==> src/design/cti_regs.vh <==
// constants for the cassette tape interface
`ifndef CTI_REGS_VH
`define CTI_REGS_VH
`define CTI_CMD_STATUS 3'b101
`define CTI_CMD_CONNECT 3'b010
`define CTI_CMD_OUT_XCHG 3'b100
`define CTI_CMD_IN_XCHG 3'b001
`define CTI_CMD_DISCONNECT 3'b111
`define CTI_FRAME_BYTE 8'haa
`define CTI_CRC_POLY 16'h8005
`define CTI_CRC_INIT 16'h0000
`define CTI_OP_READ 0
`define CTI_OP_CALL 1
`define CTI_OP_WRITE 2
`define CTI_OP_ERASE 4
`define CTI_OP_FWD 5
`define CTI_OP_REV 6
`define CTI_OP_RWD 7
`define CTI_CLK_HZ 20000000
`define CTI_HOST_CLK_HZ 1000000
`define CTI_HALF_CELL_HZ 24000
`define CTI_HALF_CELL_CYC (`CTI_CLK_HZ / `CTI_HALF_CELL_HZ)
`define CTI_GAP_MS 100
`define CTI_GAP_CYC (`CTI_CLK_HZ / 1000 * `CTI_GAP_MS)
`define CTI_READ_MASK_US 130
`define CTI_READ_MASK_CYC ((`CTI_CLK_HZ / 1000000) * `CTI_READ_MASK_US)
`endif

==> src/design/cti_fifo.v <==
// small flop fifo with valid/ready on both sides
`default_nettype none
module cti_fifo #(
	parameter WIDTH = 8,
	parameter DEPTH = 4,
	parameter AW = 2
) (
	input wire sys_clk_in,
	input wire reset_n_in,
	input wire [WIDTH-1:0] in_data_in,
	input wire in_valid_in,
	output wire in_ready_out,
	output wire [WIDTH-1:0] out_data_out,
	output wire out_valid_out,
	input wire out_ready_in
);
	reg [WIDTH-1:0] mem_q [0:DEPTH-1];
	reg [AW-1:0] wr_q;
	reg [AW-1:0] rd_q;
	reg [AW:0] cnt_q;
	wire push = in_valid_in && in_ready_out;
	wire pop = out_valid_out && out_ready_in;
	assign in_ready_out = (cnt_q != DEPTH[AW:0]);
	assign out_valid_out = (cnt_q != {(AW+1){1'b0}});
	assign out_data_out = mem_q[rd_q];
	always @(posedge sys_clk_in) begin
		if (push)
			mem_q[wr_q] <= in_data_in;
	end
	always @(posedge sys_clk_in or negedge reset_n_in) begin
		if (!reset_n_in) begin
			wr_q <= {AW{1'b0}};
			rd_q <= {AW{1'b0}};
			cnt_q <= {(AW+1){1'b0}};
		end else begin
			if (push)
				wr_q <= (wr_q == DEPTH[AW-1:0] - 1'b1) ? {AW{1'b0}} : wr_q + 1'b1;
			if (pop)
				rd_q <= (rd_q == DEPTH[AW-1:0] - 1'b1) ? {AW{1'b0}} : rd_q + 1'b1;
			if (push && !pop)
				cnt_q <= cnt_q + 1'b1;
			else if (pop && !push)
				cnt_q <= cnt_q - 1'b1;
		end
	end
endmodule // cti_fifo
`default_nettype wire

==> src/design/cti_top.v <==
// cassette tape interface: host i/o port, block framer, phase encoder and reader
`default_nettype none
`include "cti_regs.vh"
module cti_top #(
	parameter [4:0] DEV_ADDR = 5'h05,
	parameter GAP_CYC = `CTI_GAP_CYC,
	parameter HALF_CYC = `CTI_HALF_CELL_CYC,
	parameter MASK_CYC = `CTI_READ_MASK_CYC
) (
	input wire sys_clk_in,
	input wire reset_n_in,
	input wire op_request_n_in,
	output wire op_ack_n_out,
	output wire irq_n_out,
	input wire ext_io_sel_n_in,
	input wire [7:0] host_addr_lo_in,
	input wire [7:0] host_data_in,
	output wire [7:0] host_data_out,
	output wire host_data_oe_out,
	input wire [8:0] first_len_in,
	input wire [7:0] block_count_in,
	input wire tape_mark_in,
	output wire cassette_lock_out,
	output wire drive_select_out,
	output wire tape_forward_out,
	output wire tape_backward_out,
	output wire write_command_out,
	output wire read_gate_out,
	output wire tape_rewind_out,
	output wire write_data_line_out,
	input wire side_indicator_in,
	input wire write_enable_n_in,
	input wire ready_n_in,
	input wire tape_end_marker_n_in,
	input wire read_data_line_in,
	output wire crc_error_out,
	output wire busy_out
);
	// crc step over one bit, shared by write and read paths
	function [15:0] crc_bit;
		input [15:0] c;
		input b;
		begin
			crc_bit = {c[14:0], 1'b0} ^ ((c[15] ^ b) ? `CTI_CRC_POLY : 16'h0000);
		end
	endfunction

	localparam ST_IDLE = 3'd0;
	localparam ST_PRE = 3'd1;
	localparam ST_DATA = 3'd2;
	localparam ST_CRC1 = 3'd3;
	localparam ST_CRC2 = 3'd4;
	localparam ST_POST = 3'd5;
	localparam ST_GAP = 3'd6;

	// two-flop synchronisers for drive status and read data
	reg [4:0] sync1_q;
	reg [4:0] sync2_q;
	always @(posedge sys_clk_in or negedge reset_n_in) begin
		if (!reset_n_in) begin
			sync1_q <= 5'h1f;
			sync2_q <= 5'h1f;
		end else begin
			sync1_q <= {read_data_line_in, tape_end_marker_n_in, ready_n_in, write_enable_n_in, side_indicator_in};
			sync2_q <= sync1_q;
		end
	end
	wire side_s = sync2_q[0];
	wire wen_n_s = sync2_q[1];
	wire rdy_n_s = sync2_q[2];
	wire bet_n_s = sync2_q[3];
	wire rda_s = sync2_q[4];

	wire sel = !ext_io_sel_n_in && !op_request_n_in && (host_addr_lo_in[4:0] == DEV_ADDR);
	wire [2:0] cmd = host_addr_lo_in[7:5];
	reg sel_d1_q;
	assign op_ack_n_out = !sel;
	wire act = sel && !sel_d1_q;
	wire do_stat = act && cmd == `CTI_CMD_STATUS;
	wire do_cx = act && cmd == `CTI_CMD_CONNECT;
	wire do_oec = act && cmd == `CTI_CMD_OUT_XCHG;
	wire do_iec = act && cmd == `CTI_CMD_IN_XCHG;
	wire do_dx = act && cmd == `CTI_CMD_DISCONNECT;

	reg [7:0] op_q;
	reg call_q;
	reg [7:0] rd_byte_q;
	reg [7:0] dout_q;
	reg gap_q;
	reg crc_err_q;
	// gap indicator shows no data read from tape since reset
	wire [7:0] status_w = {bet_n_s, gap_q, 1'b0, !rdy_n_s, 2'b00, wen_n_s, side_s};

	wire fifo_in_ready;
	wire [7:0] fifo_data;
	wire fifo_valid;
	wire fifo_pop;

	cti_fifo #(.WIDTH(8), .DEPTH(4), .AW(2)) u_fifo (
		.sys_clk_in(sys_clk_in),
		.reset_n_in(reset_n_in),
		.in_data_in(host_data_in),
		.in_valid_in(do_oec),
		.in_ready_out(fifo_in_ready),
		.out_data_out(fifo_data),
		.out_valid_out(fifo_valid),
		.out_ready_in(fifo_pop)
	);

	// write path
	reg [2:0] st_q;
	reg [8:0] left_q;
	reg [7:0] blocks_q;
	reg [7:0] sh_q;
	reg [2:0] bit_q;
	reg [15:0] crc_q;
	reg half_q;
	reg prev_bit_q;
	reg wda_q;
	reg [12:0] div_q;
	reg [23:0] gap_cnt_q;
	wire tick = (div_q == HALF_CYC - 1);
	wire byte_end = tick && half_q && (bit_q == 3'd7);
	wire write_on = op_q[`CTI_OP_WRITE] && !wen_n_s;
	wire start = write_on && st_q == ST_IDLE && (fifo_valid || tape_mark_in);
	wire need_data = (st_q == ST_PRE || st_q == ST_DATA) && !tape_mark_in && left_q != 9'd0;
	assign fifo_pop = byte_end && need_data && fifo_valid;
	wire write_char_done = byte_end;
	// last data bit folds in on the same edge that loads the crc byte
	wire [15:0] crc_next = crc_bit(crc_q, sh_q[0]);

	// next character source by frame phase
	reg [7:0] next_byte;
	reg [2:0] next_st;
	always @* begin
		next_byte = `CTI_FRAME_BYTE;
		next_st = st_q;
		case (st_q)
			ST_PRE, ST_DATA: begin
				if (tape_mark_in) begin
					next_byte = 8'h00;
					next_st = (st_q == ST_PRE) ? ST_DATA : ST_CRC2;
				end else if (left_q != 9'd0) begin
					next_byte = fifo_data;
					next_st = ST_DATA;
				end else begin
					next_byte = crc_next[15:8];
					next_st = ST_CRC1;
				end
			end
			ST_CRC1: begin
				next_byte = crc_q[7:0];
				next_st = ST_CRC2;
			end
			ST_CRC2: begin
				next_byte = `CTI_FRAME_BYTE;
				next_st = ST_POST;
			end
			ST_POST: begin
				next_byte = 8'h00;
				next_st = ST_GAP;
			end
			default: begin
				next_byte = `CTI_FRAME_BYTE;
				next_st = st_q;
			end
		endcase
	end

	always @(posedge sys_clk_in or negedge reset_n_in) begin
		if (!reset_n_in) begin
			st_q <= ST_IDLE;
			left_q <= 9'd0;
			blocks_q <= 8'd0;
			sh_q <= 8'h00;
			bit_q <= 3'd0;
			crc_q <= `CTI_CRC_INIT;
			half_q <= 1'b0;
			prev_bit_q <= 1'b0;
			wda_q <= 1'b1;
			div_q <= 13'd0;
			gap_cnt_q <= 24'd0;
		end else begin
			div_q <= tick ? 13'd0 : div_q + 13'd1;
			if (start) begin
				st_q <= ST_PRE;
				sh_q <= `CTI_FRAME_BYTE;
				bit_q <= 3'd0;
				half_q <= 1'b0;
				crc_q <= `CTI_CRC_INIT;
				left_q <= first_len_in;
				blocks_q <= block_count_in;
			end else if (st_q == ST_GAP) begin
				gap_cnt_q <= gap_cnt_q + 24'd1;
				if (gap_cnt_q == GAP_CYC - 1) begin
					gap_cnt_q <= 24'd0;
					if (blocks_q > 8'd1 && write_on) begin
						blocks_q <= blocks_q - 8'd1;
						left_q <= 9'd256;
						st_q <= ST_PRE;
						sh_q <= `CTI_FRAME_BYTE;
						bit_q <= 3'd0;
						half_q <= 1'b0;
						crc_q <= `CTI_CRC_INIT;
					end else
						st_q <= ST_IDLE;
				end
			end else if (st_q != ST_IDLE && tick) begin
				half_q <= !half_q;
				if (!half_q) begin
					if (sh_q[0] == prev_bit_q)
						wda_q <= !wda_q;
				end else begin
					wda_q <= sh_q[0];
					prev_bit_q <= sh_q[0];
					if (st_q == ST_DATA || (st_q == ST_CRC1 && bit_q == 3'd0 && 1'b0))
						crc_q <= crc_bit(crc_q, sh_q[0]);
					bit_q <= bit_q + 3'd1;
					sh_q <= {1'b0, sh_q[7:1]};
					if (byte_end) begin
						sh_q <= next_byte;
						st_q <= next_st;
						if (need_data)
							left_q <= left_q - 9'd1;
					end
				end
			end
		end
	end

	// read path: mask phase transitions after each bit edge
	reg rda_d_q;
	reg [12:0] mask_q;
	reg [7:0] rsh_q;
	reg [2:0] rbit_q;
	reg [15:0] rcrc_q;
	wire redge = (rda_s != rda_d_q) && mask_q == 13'd0 && op_q[`CTI_OP_READ];
	wire read_char_done = redge && rbit_q == 3'd7;
	always @(posedge sys_clk_in or negedge reset_n_in) begin
		if (!reset_n_in) begin
			rda_d_q <= 1'b1;
			mask_q <= 13'd0;
			rsh_q <= 8'h00;
			rbit_q <= 3'd0;
			rcrc_q <= `CTI_CRC_INIT;
			rd_byte_q <= 8'h00;
			gap_q <= 1'b1;
			crc_err_q <= 1'b0;
		end else begin
			rda_d_q <= rda_s;
			if (mask_q != 13'd0)
				mask_q <= mask_q - 13'd1;
			if (!op_q[`CTI_OP_READ]) begin
				rbit_q <= 3'd0;
				rcrc_q <= `CTI_CRC_INIT;
			end else if (redge) begin
				mask_q <= MASK_CYC[12:0];
				gap_q <= 1'b0;
				rsh_q <= {rda_s, rsh_q[7:1]};
				rbit_q <= rbit_q + 3'd1;
				rcrc_q <= crc_bit(rcrc_q, rda_s);
				if (read_char_done)
					rd_byte_q <= {rda_s, rsh_q[7:1]};
			end
			if (do_cx)
				crc_err_q <= 1'b0;
			else if (do_dx && op_q[`CTI_OP_READ] && rcrc_q != 16'h0000)
				crc_err_q <= 1'b1;
		end
	end

	// operation word, call flop and data out
	// reset clears controls
	always @(posedge sys_clk_in or negedge reset_n_in) begin
		if (!reset_n_in) begin
			op_q <= 8'h00;
			call_q <= 1'b0;
			dout_q <= 8'h00;
			sel_d1_q <= 1'b0;
		end else begin
			sel_d1_q <= sel;
			if (do_cx)
				op_q <= host_data_in;
			else if (do_dx)
				op_q <= {op_q[7], 7'h00};
			// rewind ends at tape marker
			if (!bet_n_s)
				op_q[`CTI_OP_RWD] <= 1'b0;
			if ((write_char_done && st_q == ST_DATA) || read_char_done || (do_cx && host_data_in[`CTI_OP_CALL]))
				call_q <= 1'b1;
			else if (do_dx || do_oec || do_iec)
				call_q <= 1'b0;
			if (do_iec)
				dout_q <= rd_byte_q;
			else if (do_stat)
				dout_q <= status_w;
		end
	end

	assign host_data_out = dout_q;
	assign host_data_oe_out = sel && (cmd == `CTI_CMD_IN_XCHG || cmd == `CTI_CMD_STATUS) && sel_d1_q;
	assign irq_n_out = !call_q;
	assign cassette_lock_out = op_q != 8'h00;
	assign drive_select_out = op_q != 8'h00;
	assign tape_forward_out = op_q[`CTI_OP_FWD];
	assign tape_backward_out = op_q[`CTI_OP_REV];
	assign tape_rewind_out = op_q[`CTI_OP_RWD];
	assign write_command_out = op_q[`CTI_OP_WRITE] || op_q[`CTI_OP_ERASE];
	assign read_gate_out = op_q[`CTI_OP_READ];
	// erase holds the line high
	assign write_data_line_out = wda_q || op_q[`CTI_OP_ERASE];
	assign crc_error_out = crc_err_q;
	// busy only while the fifo would refuse a byte, so the host can feed a running block
	assign busy_out = !fifo_in_ready;
endmodule // cti_top
`default_nettype wire

==> config.mk <==
export PLATFORM = sky130hd
export DESIGN_NAME = cti_top
export DESIGN_NICKNAME = d
export VERILOG_FILES = /design/src/design/cti_fifo.v /design/src/design/cti_top.v
export VERILOG_INCLUDE_DIRS = /design/src /design/src/design
export SDC_FILE = /design/constraint.sdc
export NUM_CORES = 1
export LEC_CHECK = 0
export BUFFER_PORTS_ARGS = -buffer_cell sky130_fd_sc_hd__buf_2
export CAP_MARGIN = 20
export CORE_AREA = 10 10 138 140
export CTS_CLUSTER_SIZE = 25
export DETAILED_ROUTE_END_ITERATION = 8
export DIE_AREA = 0 0 148 150
export PLACE_DENSITY = 0.78
export SYNTH_ARGS = -nofsm -noshare
export SYNTH_HDL_FRONTEND = slang
export SYNTH_SLANG_ARGS = --single-unit
==> constraint.sdc <==
create_clock -name sys_clk_in -period 6.6 [get_ports sys_clk_in]
set_clock_uncertainty 0.2 [all_clocks]
set_input_delay 0.66 -clock sys_clk_in [delete_from_list [all_inputs] [get_ports sys_clk_in]]
set_output_delay 0.66 -clock sys_clk_in [all_outputs]
set_load 0.1 [all_outputs]
==> impl_metrics.yaml, run 1 <==
synth:
  synth_cell_types: 79
  synthTopCellsByArea: "dfrtp_1 42%, edfxtp_1 10%, nand2_1 4.6%, dfstp_2 3.6%, xnor2_1 2.7%"
  ys_seq_elements: 204
  synth_edf_count: 32
  synth_fp_nets: 930
  synth-async-reset-ratio_pct: 84.31
  synth_top_flop_cell: "dfrtp_1"
  syn-cell-area_mm2: 0.009559
  synth_top_area_share_pct: 41.62
  syn_inst: 868
  yosys_warnings: 0
  synth.largest_area_cell: "dfrtp_1"
  synth_seq_area_share_pct: 55.25
  avgSynthCellArea_um2: 11.01
routing:
  viasPerCell: 5.780
  drc: 0
  vias: 6711
  wirelength_mm: 19.76
  ant_nets: 0
  drt-pass1-iter-count: 5
  first_iter_violations: 459
  wl_per_cell_um: 17.02
timing:
  worst_pin_slew_ns: 0.9473
  clock.fmax_ghz: 0.3139
  setup_tns_ns: 0
  fin_crit_sh_pct: 48.26
  relSlewSlack_pct: 36.85
  maxSlewViolCount: 0
  min_period_ns: 3.185
  hold_violations: 0
  finalSetupViolCount: 0
  rsz0062_at_grt: "false"
clock_tree:
  clk_latency_ns: 0.50
  ctsRootBufferMaster: "clkbuf_16"
  cts_tree: "built"
  htreeDepth: 1
  post_cts_buffers: 0
  ctsLongestPathBuffers: 3
  ctsHoldBuffers: 0
  path_clk_slew_ns: 0.06
  cts_buffers: 22
  cts.sinks: 204
  ctsResizeCount: 0
final_layout:
  area_growth_pct: 12.41
  layout.nets: 988
  layout_common_cells: "159 x dfrtp_1, 116 x nand2_1, 62 x buf_2, 61 x nor2_1, 34 x a21oi_1"
  fin_util_pct: 65.73
  diodes: 0
  final_common_cell: "dfrtp_1"
  final_layout_size_suffix_gt1_share_pct: 15.83
place:
  numPortBuffers: 63
  dp_hpwl_mm: 13.14
  gp_congestion: 0.8406
floorplanning:
  coreArea_mm2: 0.01635
  die_h_um: 150
  die_width_um: 148
  placementRows: 47
  start_util_pct: 58.47
  floorplan.io_pins: 64
  dieArea_mm2: 0.02220
global_route:
  gr-total-overflow: 0
  grt_pass1_vias: 6783
  grt_max_degree: 96
  track_usage_pct: 18.39
  antenna_found_initial: 1
  grt_pass1_wl_mm: 34.62
outcome:
  status: "completed"
critical_path:
  rr_worst_depth: 6
  worstSetupStartpoint: "u_fifo.cnt_q[1]"
  r2r_slack_ns: 3.41
  r2r_start: "u_fifo.cnt_q[1]"
  endpoint: "sh_q[4]"
  arrival_ns: 3.41
  cp_max_fo: 15
  end_kind: "flop"
  worstReg2RegEnd: "sh_q[4]"
  cp_data_required_time_ns: 6.82
  critical_path_class: "reg -> reg"
  cp-start-kind: "flop"
pwr:
  power_w: 0.002882
  peakVddDrop_uv: 251.5
  p_per_area_mw_per_mm2: 268.2
  p_leak_nw: 4.623
flow_run:
  cap_violations: 0
worst_hold_path:
  min-delay-path-class: "in -> reg"
## critical path, stage by stage, from the launching register on
cell	delay (ns)
dfrtp_1	0.42
or3_1	0.49
o211ai_2	0.59
nand2_1	0.47
o22ai_2	0.64
a22oi_1	0.18
o21ai_1	0.11
## worst min-delay path by stage
stage / start / to / slack (ns) / cells after the start
after floorplan: sync1_q[0] / sync2_q[0] / 0.15 / 0
after global placement: sync1_q[4] / sync2_q[4] / 0.15 / 0
after detailed placement: sync1_q[4] / sync2_q[4] / 0.15 / 0
after CTS: write_enable_n_in / sync1_q[1] / 0.03 / 1
after global routing: side_indicator_in / sync1_q[0] / 0.03 / 1
final: write_enable_n_in / sync1_q[1] / 0.05 / 1
## per-layer routing
layer / GRT usage (%) / wire [um] / vias up / part of all wire, %
li1: - / - / 3234 / -
met1: 25.19 / 9145 / 3290 / 46
met2: 29.47 / 9264 / 154 / 47
met3: 3.593 / 942 / 31 / 4.8
met4: 4.757 / 393 / 2 / 2.0
met5: 0 / 11 / - / 0.056
## sequential cells by signal, indices dropped and copies added (netlist names), 9 cells and up
| register | flops |
|---|---|
| crc_q | 16 |
| u_fifo.mem_q | 32 |
| div_q | 13 |
| mask_q | 13 |
| left_q | 9 |
| gap_cnt_q | 24 |
| rcrc_q | 16 |
## final cells by class
| type | count | area [um^2] |
|---|---|---|
| clock inverter | 5 | 41.29 |
| clock buffer | 34 | 675.6 |
| timing repair buffer | 67 | 351.6 |
| fill | 1306 | 5603 |
| sequential | 204 | 5281 |
| multi-input combinational | 604 | 4019 |
| tap | 220 | 275.3 |
| inverter | 27 | 101.3 |
## logic make-up after synthesis
kind of cell	after synthesis	share of synthesized area, %
DFF	204	55.25
and+or+nand+nor	332	17.93
adders and majority gates	19	2.565
muxes	27	4.018
AOI/OAI and AO/OA	173	12.67
buffers and inverters	60	2.709
xor gates and xnor gates	53	4.856
## stage by stage
stage | std cells | setup slack [ns] | hold WS [ns] | area, um^2
2_1_floorplan | 868 | 0.9430 | 0.1452 | 9559
3_3_place_gp | 1122 | 3.206 | 0.1456 | 10030
3_5_place_dp | 1122 | 3.145 | 0.1469 | 10030
4_1_cts | 1161 | 3.392 | 0.02658 | 10750
5_1_grt | 1161 | 3.148 | 0.03375 | 10750
6_report | 1161 | 3.415 | 0.05179 | 10750
## cell usage after synthesis, types with 9 or more instances
library cell / number
dfrtp_1: 159
nand2_1: 116
nor2_1: 61
a21oi_1: 34
nand3_1: 33
edfxtp_1: 32
xnor2_1: 30
inv_1: 27
a22o_1: 26
o21ai_0: 26
xor2_1: 23
clkbuf_1: 20
ha_1: 18
nor3_1: 16
nor4_1: 15
dfstp_2: 13
o21ai_1: 13
a21boi_1: 12
and2_1: 11
and3_1: 11
nand4_1: 10
mux2_1: 9
## power breakdown
part	switching, W	internal, W
clock	0.000486	0.000705
sequential	0.0000645	0.00135
combinational	0.000186	0.0000941
Note: power is estimated with default switching activity, not from simulation.
==> run 2, diff against run 1 <==
- ABC_AREA: not set -> 1
- CORE_AREA: 10 10 138 140 -> 10 10 143 145
- DIE_AREA: 0 0 148 150 -> 0 0 153 155
- clock period: 6.6 -> 3.21 ns (I/O delays scaled with it)
==> run 2 against run 1 <==
Effect of this change: register-to-register slack got worse by 3.2 ns; sequential share of layout area decreased by 5.5 points; cell area increased by 13%; total power increased by 120%; synthesized cell count increased by 49%; clock power increased by 140%; worst setup slack got worse by 3.2 ns; non-clock buffer count increased by 33; combinational power increased by 120%; sequential cell count unchanged; critical path depth increased by 6; critical endpoint is now u_fifo.cnt_q[2]; largest cell class unchanged.
==> impl_metrics.yaml, run 2 <==
outcome:
  status: "completed"
final_layout:
  largest-register: "u_fifo.mem_q"
  final_layout_size_suffix_gt1_share_pct: 11.83
  layout_common_cells: "391 x nand2_1, 161 x inv_1, 159 x dfrtp_1, 126 x nand3_1, 122 x nor2_1"
  area_growth_pct: 16.06
  layout.nets: 1457
  fill_cells: 1343
  diodes: 0
  final_common_cell: "nand2_1"
  largest_reg_flops: 32
  top_regs: "u_fifo.mem_q x32, gap_cnt_q x24"
timing:
  maxSlewViolCount: 0
  setup_tns_ns: 0
  fin_ws_ns: 0.2601
  hold_violations: 0
  worst_pin_slew_ns: 0.8596
  rsz0062_at_grt: "false"
  min_period_ns: 2.950
  finalSetupViolCount: 0
  clock.fmax_ghz: 0.3390
  relSlewSlack_pct: 42.48
  fin_crit_sh_pct: 91.90
flow_run:
  cap_violations: 0
place:
  numPortBuffers: 63
  dp_hpwl_mm: 16.61
  post-place-ws_ns: 0.3591
  gp_congestion: 0.9259
routing:
  drt-pass1-iter-count: 5
  wirelength_mm: 23.75
  wl_per_cell_um: 14.47
  ant_nets: 0
  viasPerCell: 5.268
  drc: 0
  first_iter_violations: 462
  vias: 8645
synth:
  yosys_warnings: 0
  synth_fp_nets: 1357
  synth_top_flop_cell: "dfrtp_1"
  synth_cell_types: 45
  synth_top_area_share_pct: 38.20
  syn-cell-area_mm2: 0.01042
  synth_seq_area_share_pct: 50.70
  avgSynthCellArea_um2: 8.043
  synth.most_common_cell: "nand2_1"
  synth.largest_area_cell: "dfrtp_1"
  netlist_top_cells_count: "391 x nand2_1, 161 x inv_1, 159 x dfrtp_1"
  synth_edf_count: 32
  ys_seq_elements: 204
  syn_inst: 1295
  synth-async-reset-ratio_pct: 84.31
  synthTopCellsByArea: "dfrtp_1 38%, nand2_1 14%, edfxtp_1 9.2%, nand3_1 6.1%, inv_1 5.8%"
global_route:
  grt_pass1_vias: 8557
  track_usage_pct: 19.71
  antenna_found_initial: 0
  gr-total-overflow: 0
  grt_pass1_wl_mm: 40.23
  grt_max_degree: 71
clock_tree:
  ctsLongestPathBuffers: 3
  cts.sinks: 204
  post_cts_buffers: 0
  ctsResizeCount: 0
  clk_latency_ns: 0.53
  htreeDepth: 1
  cts_buffers: 23
  cts_tree: "built"
  ctsRootBufferMaster: "clkbuf_16"
  path_clk_slew_ns: 0.06
floorplanning:
  floorplan.io_pins: 64
  placementRows: 49
  coreArea_mm2: 0.01766
  die_h_um: 155
  die_width_um: 153
  start_util_pct: 58.99
  dieArea_mm2: 0.02372
critical_path:
  cp_max_fo: 5
  critical_path_class: "reg -> reg"
  cp-start-kind: "flop"
  arrival_ns: 3.13
  end_kind: "flop"
  cp_data_required_time_ns: 3.39
pwr:
  p_per_area_mw_per_mm2: 522.8
  power.switching_w: 0.001593
  power.internal_w: 0.004727
  p_leak_nw: 6.013
  netSwitchingFraction_pct: 25.20
  p_comb_share_pct: 9.8
  pwr-share-seq_pct: 45.1
  peakVddDrop_uv: 460.5
  power_frac_clock_pct: 45.0
worst_hold_path:
  min-delay-path-class: "in -> reg"
[run 2: cell count changes after synthesis, sizes merged, moves of 22 or more]
cell / delta
a22o: -26
inv: +142
nand2: +285
nand3: +97
nor2: +73
o21ai: +28
xnor2: -22
[run 2: cell type report]
| type | count | area (um^2) | share of cell area (%) |
|---|---|---|---|
| clock buffers | 27 | 600.6 | 4.968 |
| clock inverters | 15 | 222.7 | 1.842 |
| inverters | 170 | 638.1 | 5.278 |
| multi-input cells | 896 | 4358 | 36.05 |
| flip-flops and latches | 204 | 5281 | 43.69 |
| well taps | 229 | 286.5 | 2.370 |
| repair buffers | 100 | 701.9 | 5.806 |
[run 2: layer usage]
layer	wire, um	GRT usage (%)	vias up
li1	-	-	4330
met1	10130	24.84	4049
met2	11630	33.68	217
met3	1313	3.584	49
met4	675	6.358	0
met5	0	0	-
[run 2: cells by family (layout without fill, tap and decap cells)]
group           after synthesis  in the layout  synth area share (%)
buf+inv                     195            312                 7.508
compound gates              114            114                 6.210
flops                       204            204                 50.70
mux                           3              3                0.3003
simple gates                726            726                 30.07
xor+xnor                     34             34                 2.859
fa+ha+maj                    19             19                 2.354
[run 2: path summary, 6_finish.rpt]
| check | depth (start not counted) | end | start | slack [ns] |
|---|---|---|---|---|
| setup / recovery | 12 | u_fifo.cnt_q[2] | left_q[0] | 0.26 |
| hold / removal | 5 | left_q[2] | first_len_in[2] | 0.01 |
| setup reg to reg | 12 | u_fifo.cnt_q[2] | left_q[0] | 0.26 |
| hold reg to reg | 0 | sync2_q[0] | sync1_q[0] | 0.16 |
| max in group asynchronous | 3 | sync2_q[0] | reset_n_in | 1.99 |
| min in group asynchronous | 2 | gap_cnt_q[8] | reset_n_in | 0.08 |
[run 2: power by group through the flow]
stage	Combinational [W]	Clock (W)	Sequential [W]
after global placement	0.000577	0	0.00289
after global routing	0.000707	0.00299	0.00287
after detailed placement	0.000597	0	0.00289
after floorplan	0.000412	0	0.00289
after CTS	0.000629	0.00289	0.00285
final	0.000621	0.00285	0.00285
[run 2: worst max-delay path, cell delays in order, from the launching register on]
cell and delay [ns]:
dfrtp_1 0.39, inv_1 0.12, ha_1 0.19, nand3_1 0.08
nor2_1 0.40, nor2_1 0.13, nand3_1 0.23, ha_1 0.18
inv_1 0.07, fa_1 0.39, a21oi_1 0.15, o21ai_0 0.13
xor2_1 0.17
[run 2: what timing repair did]
| item | 4_1_cts | 5_1_grt |
|---|---|---|
| endpoints found under the setup margin | 0 | 0 |
| hold endpoints to repair | 220 | 0 |
| hold buffers | 31 | 0 |
[run 2: stage by stage]
step	instances	total power, W	hold WS [ns]	area, um^2	utilization (%)
after floorplan	1295	0.003304	-0.1746	10420	-
after global placement	1568	0.003468	0.05275	10960	62.05
after detailed placement	1568	0.003491	0.05614	10960	62.05
after CTS	1641	0.006369	0.005709	12090	68.47
after global routing	1641	0.006569	0.01574	12090	68.47
final	1641	0.006320	0.01407	12090	68.47
==> run 3, diff against run 2 <==
- clock period: 3.21 -> 3.43 ns (I/O delays scaled with it)
==> run 3 against run 2 <==
Effect of this change: final cell count stayed put; critical endpoint unchanged; clock power is 18% lower; cell area is 0.97% lower; worst hold slack worse by 0.013 ns; first-iteration DRC count is 31% higher; via count is 0.29% lower; sequential power is 6% lower.
==> impl_metrics.yaml, run 3 (synthesis results as in run 2) <==
floorplanning:
  dieArea_mm2: 0.02372
  coreArea_mm2: 0.01766
  die_width_um: 153
  die_h_um: 155
  floorplan.io_pins: 64
  start_util_pct: 58.99
  placementRows: 49
clock_tree:
  ctsRootBufferMaster: "clkbuf_16"
  ctsResizeCount: 0
  cts.sinks: 204
  cts_buffers: 23
  clk_latency_ns: 0.53
  htreeDepth: 1
  path_clk_slew_ns: 0.06
  cts_tree: "built"
  ctsLongestPathBuffers: 3
pwr:
  power.switching_w: 0.001443
  p_per_area_mw_per_mm2: 465.6
  pwr-share-seq_pct: 47.9
  p_comb_share_pct: 10.4
  power.internal_w: 0.004131
  p_leak_nw: 5.969
  power_frac_clock_pct: 41.8
  peakVddDrop_uv: 473.5
  netSwitchingFraction_pct: 25.88
critical_path:
  arrival_ns: 3.40
  cp-start-kind: "input pin"
  cp_max_fo: 4
  critical_path_class: "in -> reg"
  rr_worst_depth: 11
  r2r_start: "div_q[0]"
  cp_data_required_time_ns: 3.63
  end_kind: "flop"
  r2r_slack_ns: 0.52
  worstReg2RegEnd: "u_fifo.cnt_q[1]"
routing:
  first_iter_violations: 604
  vias: 8620
  viasPerCell: 5.253
  wirelength_mm: 23.21
  drt-pass1-iter-count: 5
  drc: 0
  wl_per_cell_um: 14.14
  ant_nets: 0
final_layout:
  top_regs: "u_fifo.mem_q x32, gap_cnt_q x24"
  largest-register: "u_fifo.mem_q"
  area_growth_pct: 14.93
  final_layout_size_suffix_gt1_share_pct: 11.48
  layout.nets: 1456
  fill_cells: 1395
  final_common_cell: "nand2_1"
  regArea_mm2: 0.005281
  multi_input_area_mm2: 0.004358
  largest_reg_flops: 32
  layout_common_cells: "391 x nand2_1, 161 x inv_1, 159 x dfrtp_1, 126 x nand3_1, 122 x nor2_1"
timing:
  fin_crit_sh_pct: 93.51
  min_period_ns: 3.207
  whs_ns: 0.001419
  setup_tns_ns: 0
  finalSetupViolCount: 0
  worst_pin_slew_ns: 0.7630
  clock.fmax_ghz: 0.3118
  maxSlewViolCount: 0
  relSlewSlack_pct: 48.95
  hold_violations: 0
  rsz0062_at_grt: "false"
flow_run:
  cap_violations: 0
global_route:
  grt_pass1_wl_mm: 39.16
  track_usage_pct: 19.22
  grt_max_degree: 78
  gr-total-overflow: 0
  grt_pass1_vias: 8494
  antenna_found_initial: 0
place:
  numPortBuffers: 63
  gp_congestion: 0.9407
  dp_hpwl_mm: 16.08
outcome:
  status: "completed"
worst_hold_path:
  hold_start: "first_len_in[5]"
  whs_endpoint: "left_q[5]"
  min_path_cells: 5
  min-delay-path-class: "in -> reg"
[run 3: changes by cell type in the layout (fill, tap and decap cells not counted)]
cell,before,now
clkinvlp_4,2,0
diode_2,0,1
clkinvlp_2,2,0
clkinv_1,2,4
clkbuf_1,3,5
buf_12,2,1
clkbuf_8,1,5
bufinv_16,5,0
clkinv_2,3,4
[run 3: final cells by class]
class                   instances  share of cell area [%]
diodes                          1                 0.02090
clock buffers                  33                   5.539
clock inverters                 9                  0.5017
inverters                     170                   5.330
multi-input cells             896                   36.40
flip-flops and latches        204                   44.12
well taps                     229                   2.393
repair buffers                 99                   5.696
[run 3: power by group through the flow]
| stage | Clock [W] | Combinational, W | Sequential [W] |
|---|---|---|---|
| after floorplan | 0 | 0.000386 | 0.00271 |
| after global placement | 0 | 0.000536 | 0.00271 |
| after detailed placement | 0 | 0.000549 | 0.00271 |
| after CTS | 0.00237 | 0.000580 | 0.00267 |
| after global routing | 0.00246 | 0.000657 | 0.00268 |
| final | 0.00233 | 0.000577 | 0.00267 |
[run 3: per-stage QoR]
| stage | std cells | util (%) | cell area [um^2] | total power, W | worst slack (ns) |
|---|---|---|---|---|---|
| 2_1_floorplan | 1295 | - | 10420 | 0.003092 | 0.4530 |
| 3_3_place_gp | 1566 | 61.89 | 10930 | 0.003241 | 0.6628 |
| 3_5_place_dp | 1566 | 61.89 | 10930 | 0.003255 | 0.5397 |
| 4_1_cts | 1639 | 67.74 | 11960 | 0.005617 | 0.1209 |
| 5_1_grt | 1640 | 67.79 | 11970 | 0.005798 | 0.007113 |
| 6_report | 1641 | 67.80 | 11970 | 0.005574 | 0.2225 |
[run 3: per-layer routing]
layer | up-vias | wire length [um] | GRT usage [%]
li1 | 4333 | - | -
met4 | 0 | 671 | 6.812
met5 | - | 0 | 0
met1 | 3984 | 9867 | 23.19
met2 | 244 | 11410 | 33.77
met3 | 59 | 1259 | 3.474
[run 3: how the worst max path moves through the flow]
stage	start	to	slack (ns)	depth (start not counted)
after floorplan	op_q[0]	drive_select_out	0.45	4
final	host_addr_lo_in[1]	u_fifo.cnt_q[2]	0.22	16
after global placement	div_q[0]	u_fifo.cnt_q[1]	0.66	11
after CTS	host_addr_lo_in[1]	u_fifo.cnt_q[2]	0.12	16
after detailed placement	div_q[0]	u_fifo.cnt_q[1]	0.54	11
after global routing	host_addr_lo_in[1]	u_fifo.cnt_q[2]	0.007	16
[run 3: repair_timing]
action / in CTS / in global routing
endpoints found under the setup margin: 0 / 1
hold buffers: 31 / 0
hold endpoints to repair: 120 / 0
buffers inserted: 0 / 1
[run 3: critical path, stage by stage]
cell and delay [ns]:
dlygate4sd3_1 0.53, buf_2 0.12, inv_1 0.07, nand2_1 0.06
dlygate4sd3_1 0.56, nor3_2 0.24, nand2_1 0.14, inv_1 0.09
nand4_1 0.12, inv_1 0.10, ha_1 0.14, inv_1 0.07
fa_1 0.39, a21oi_1 0.16, o21ai_0 0.12, xor2_1 0.15
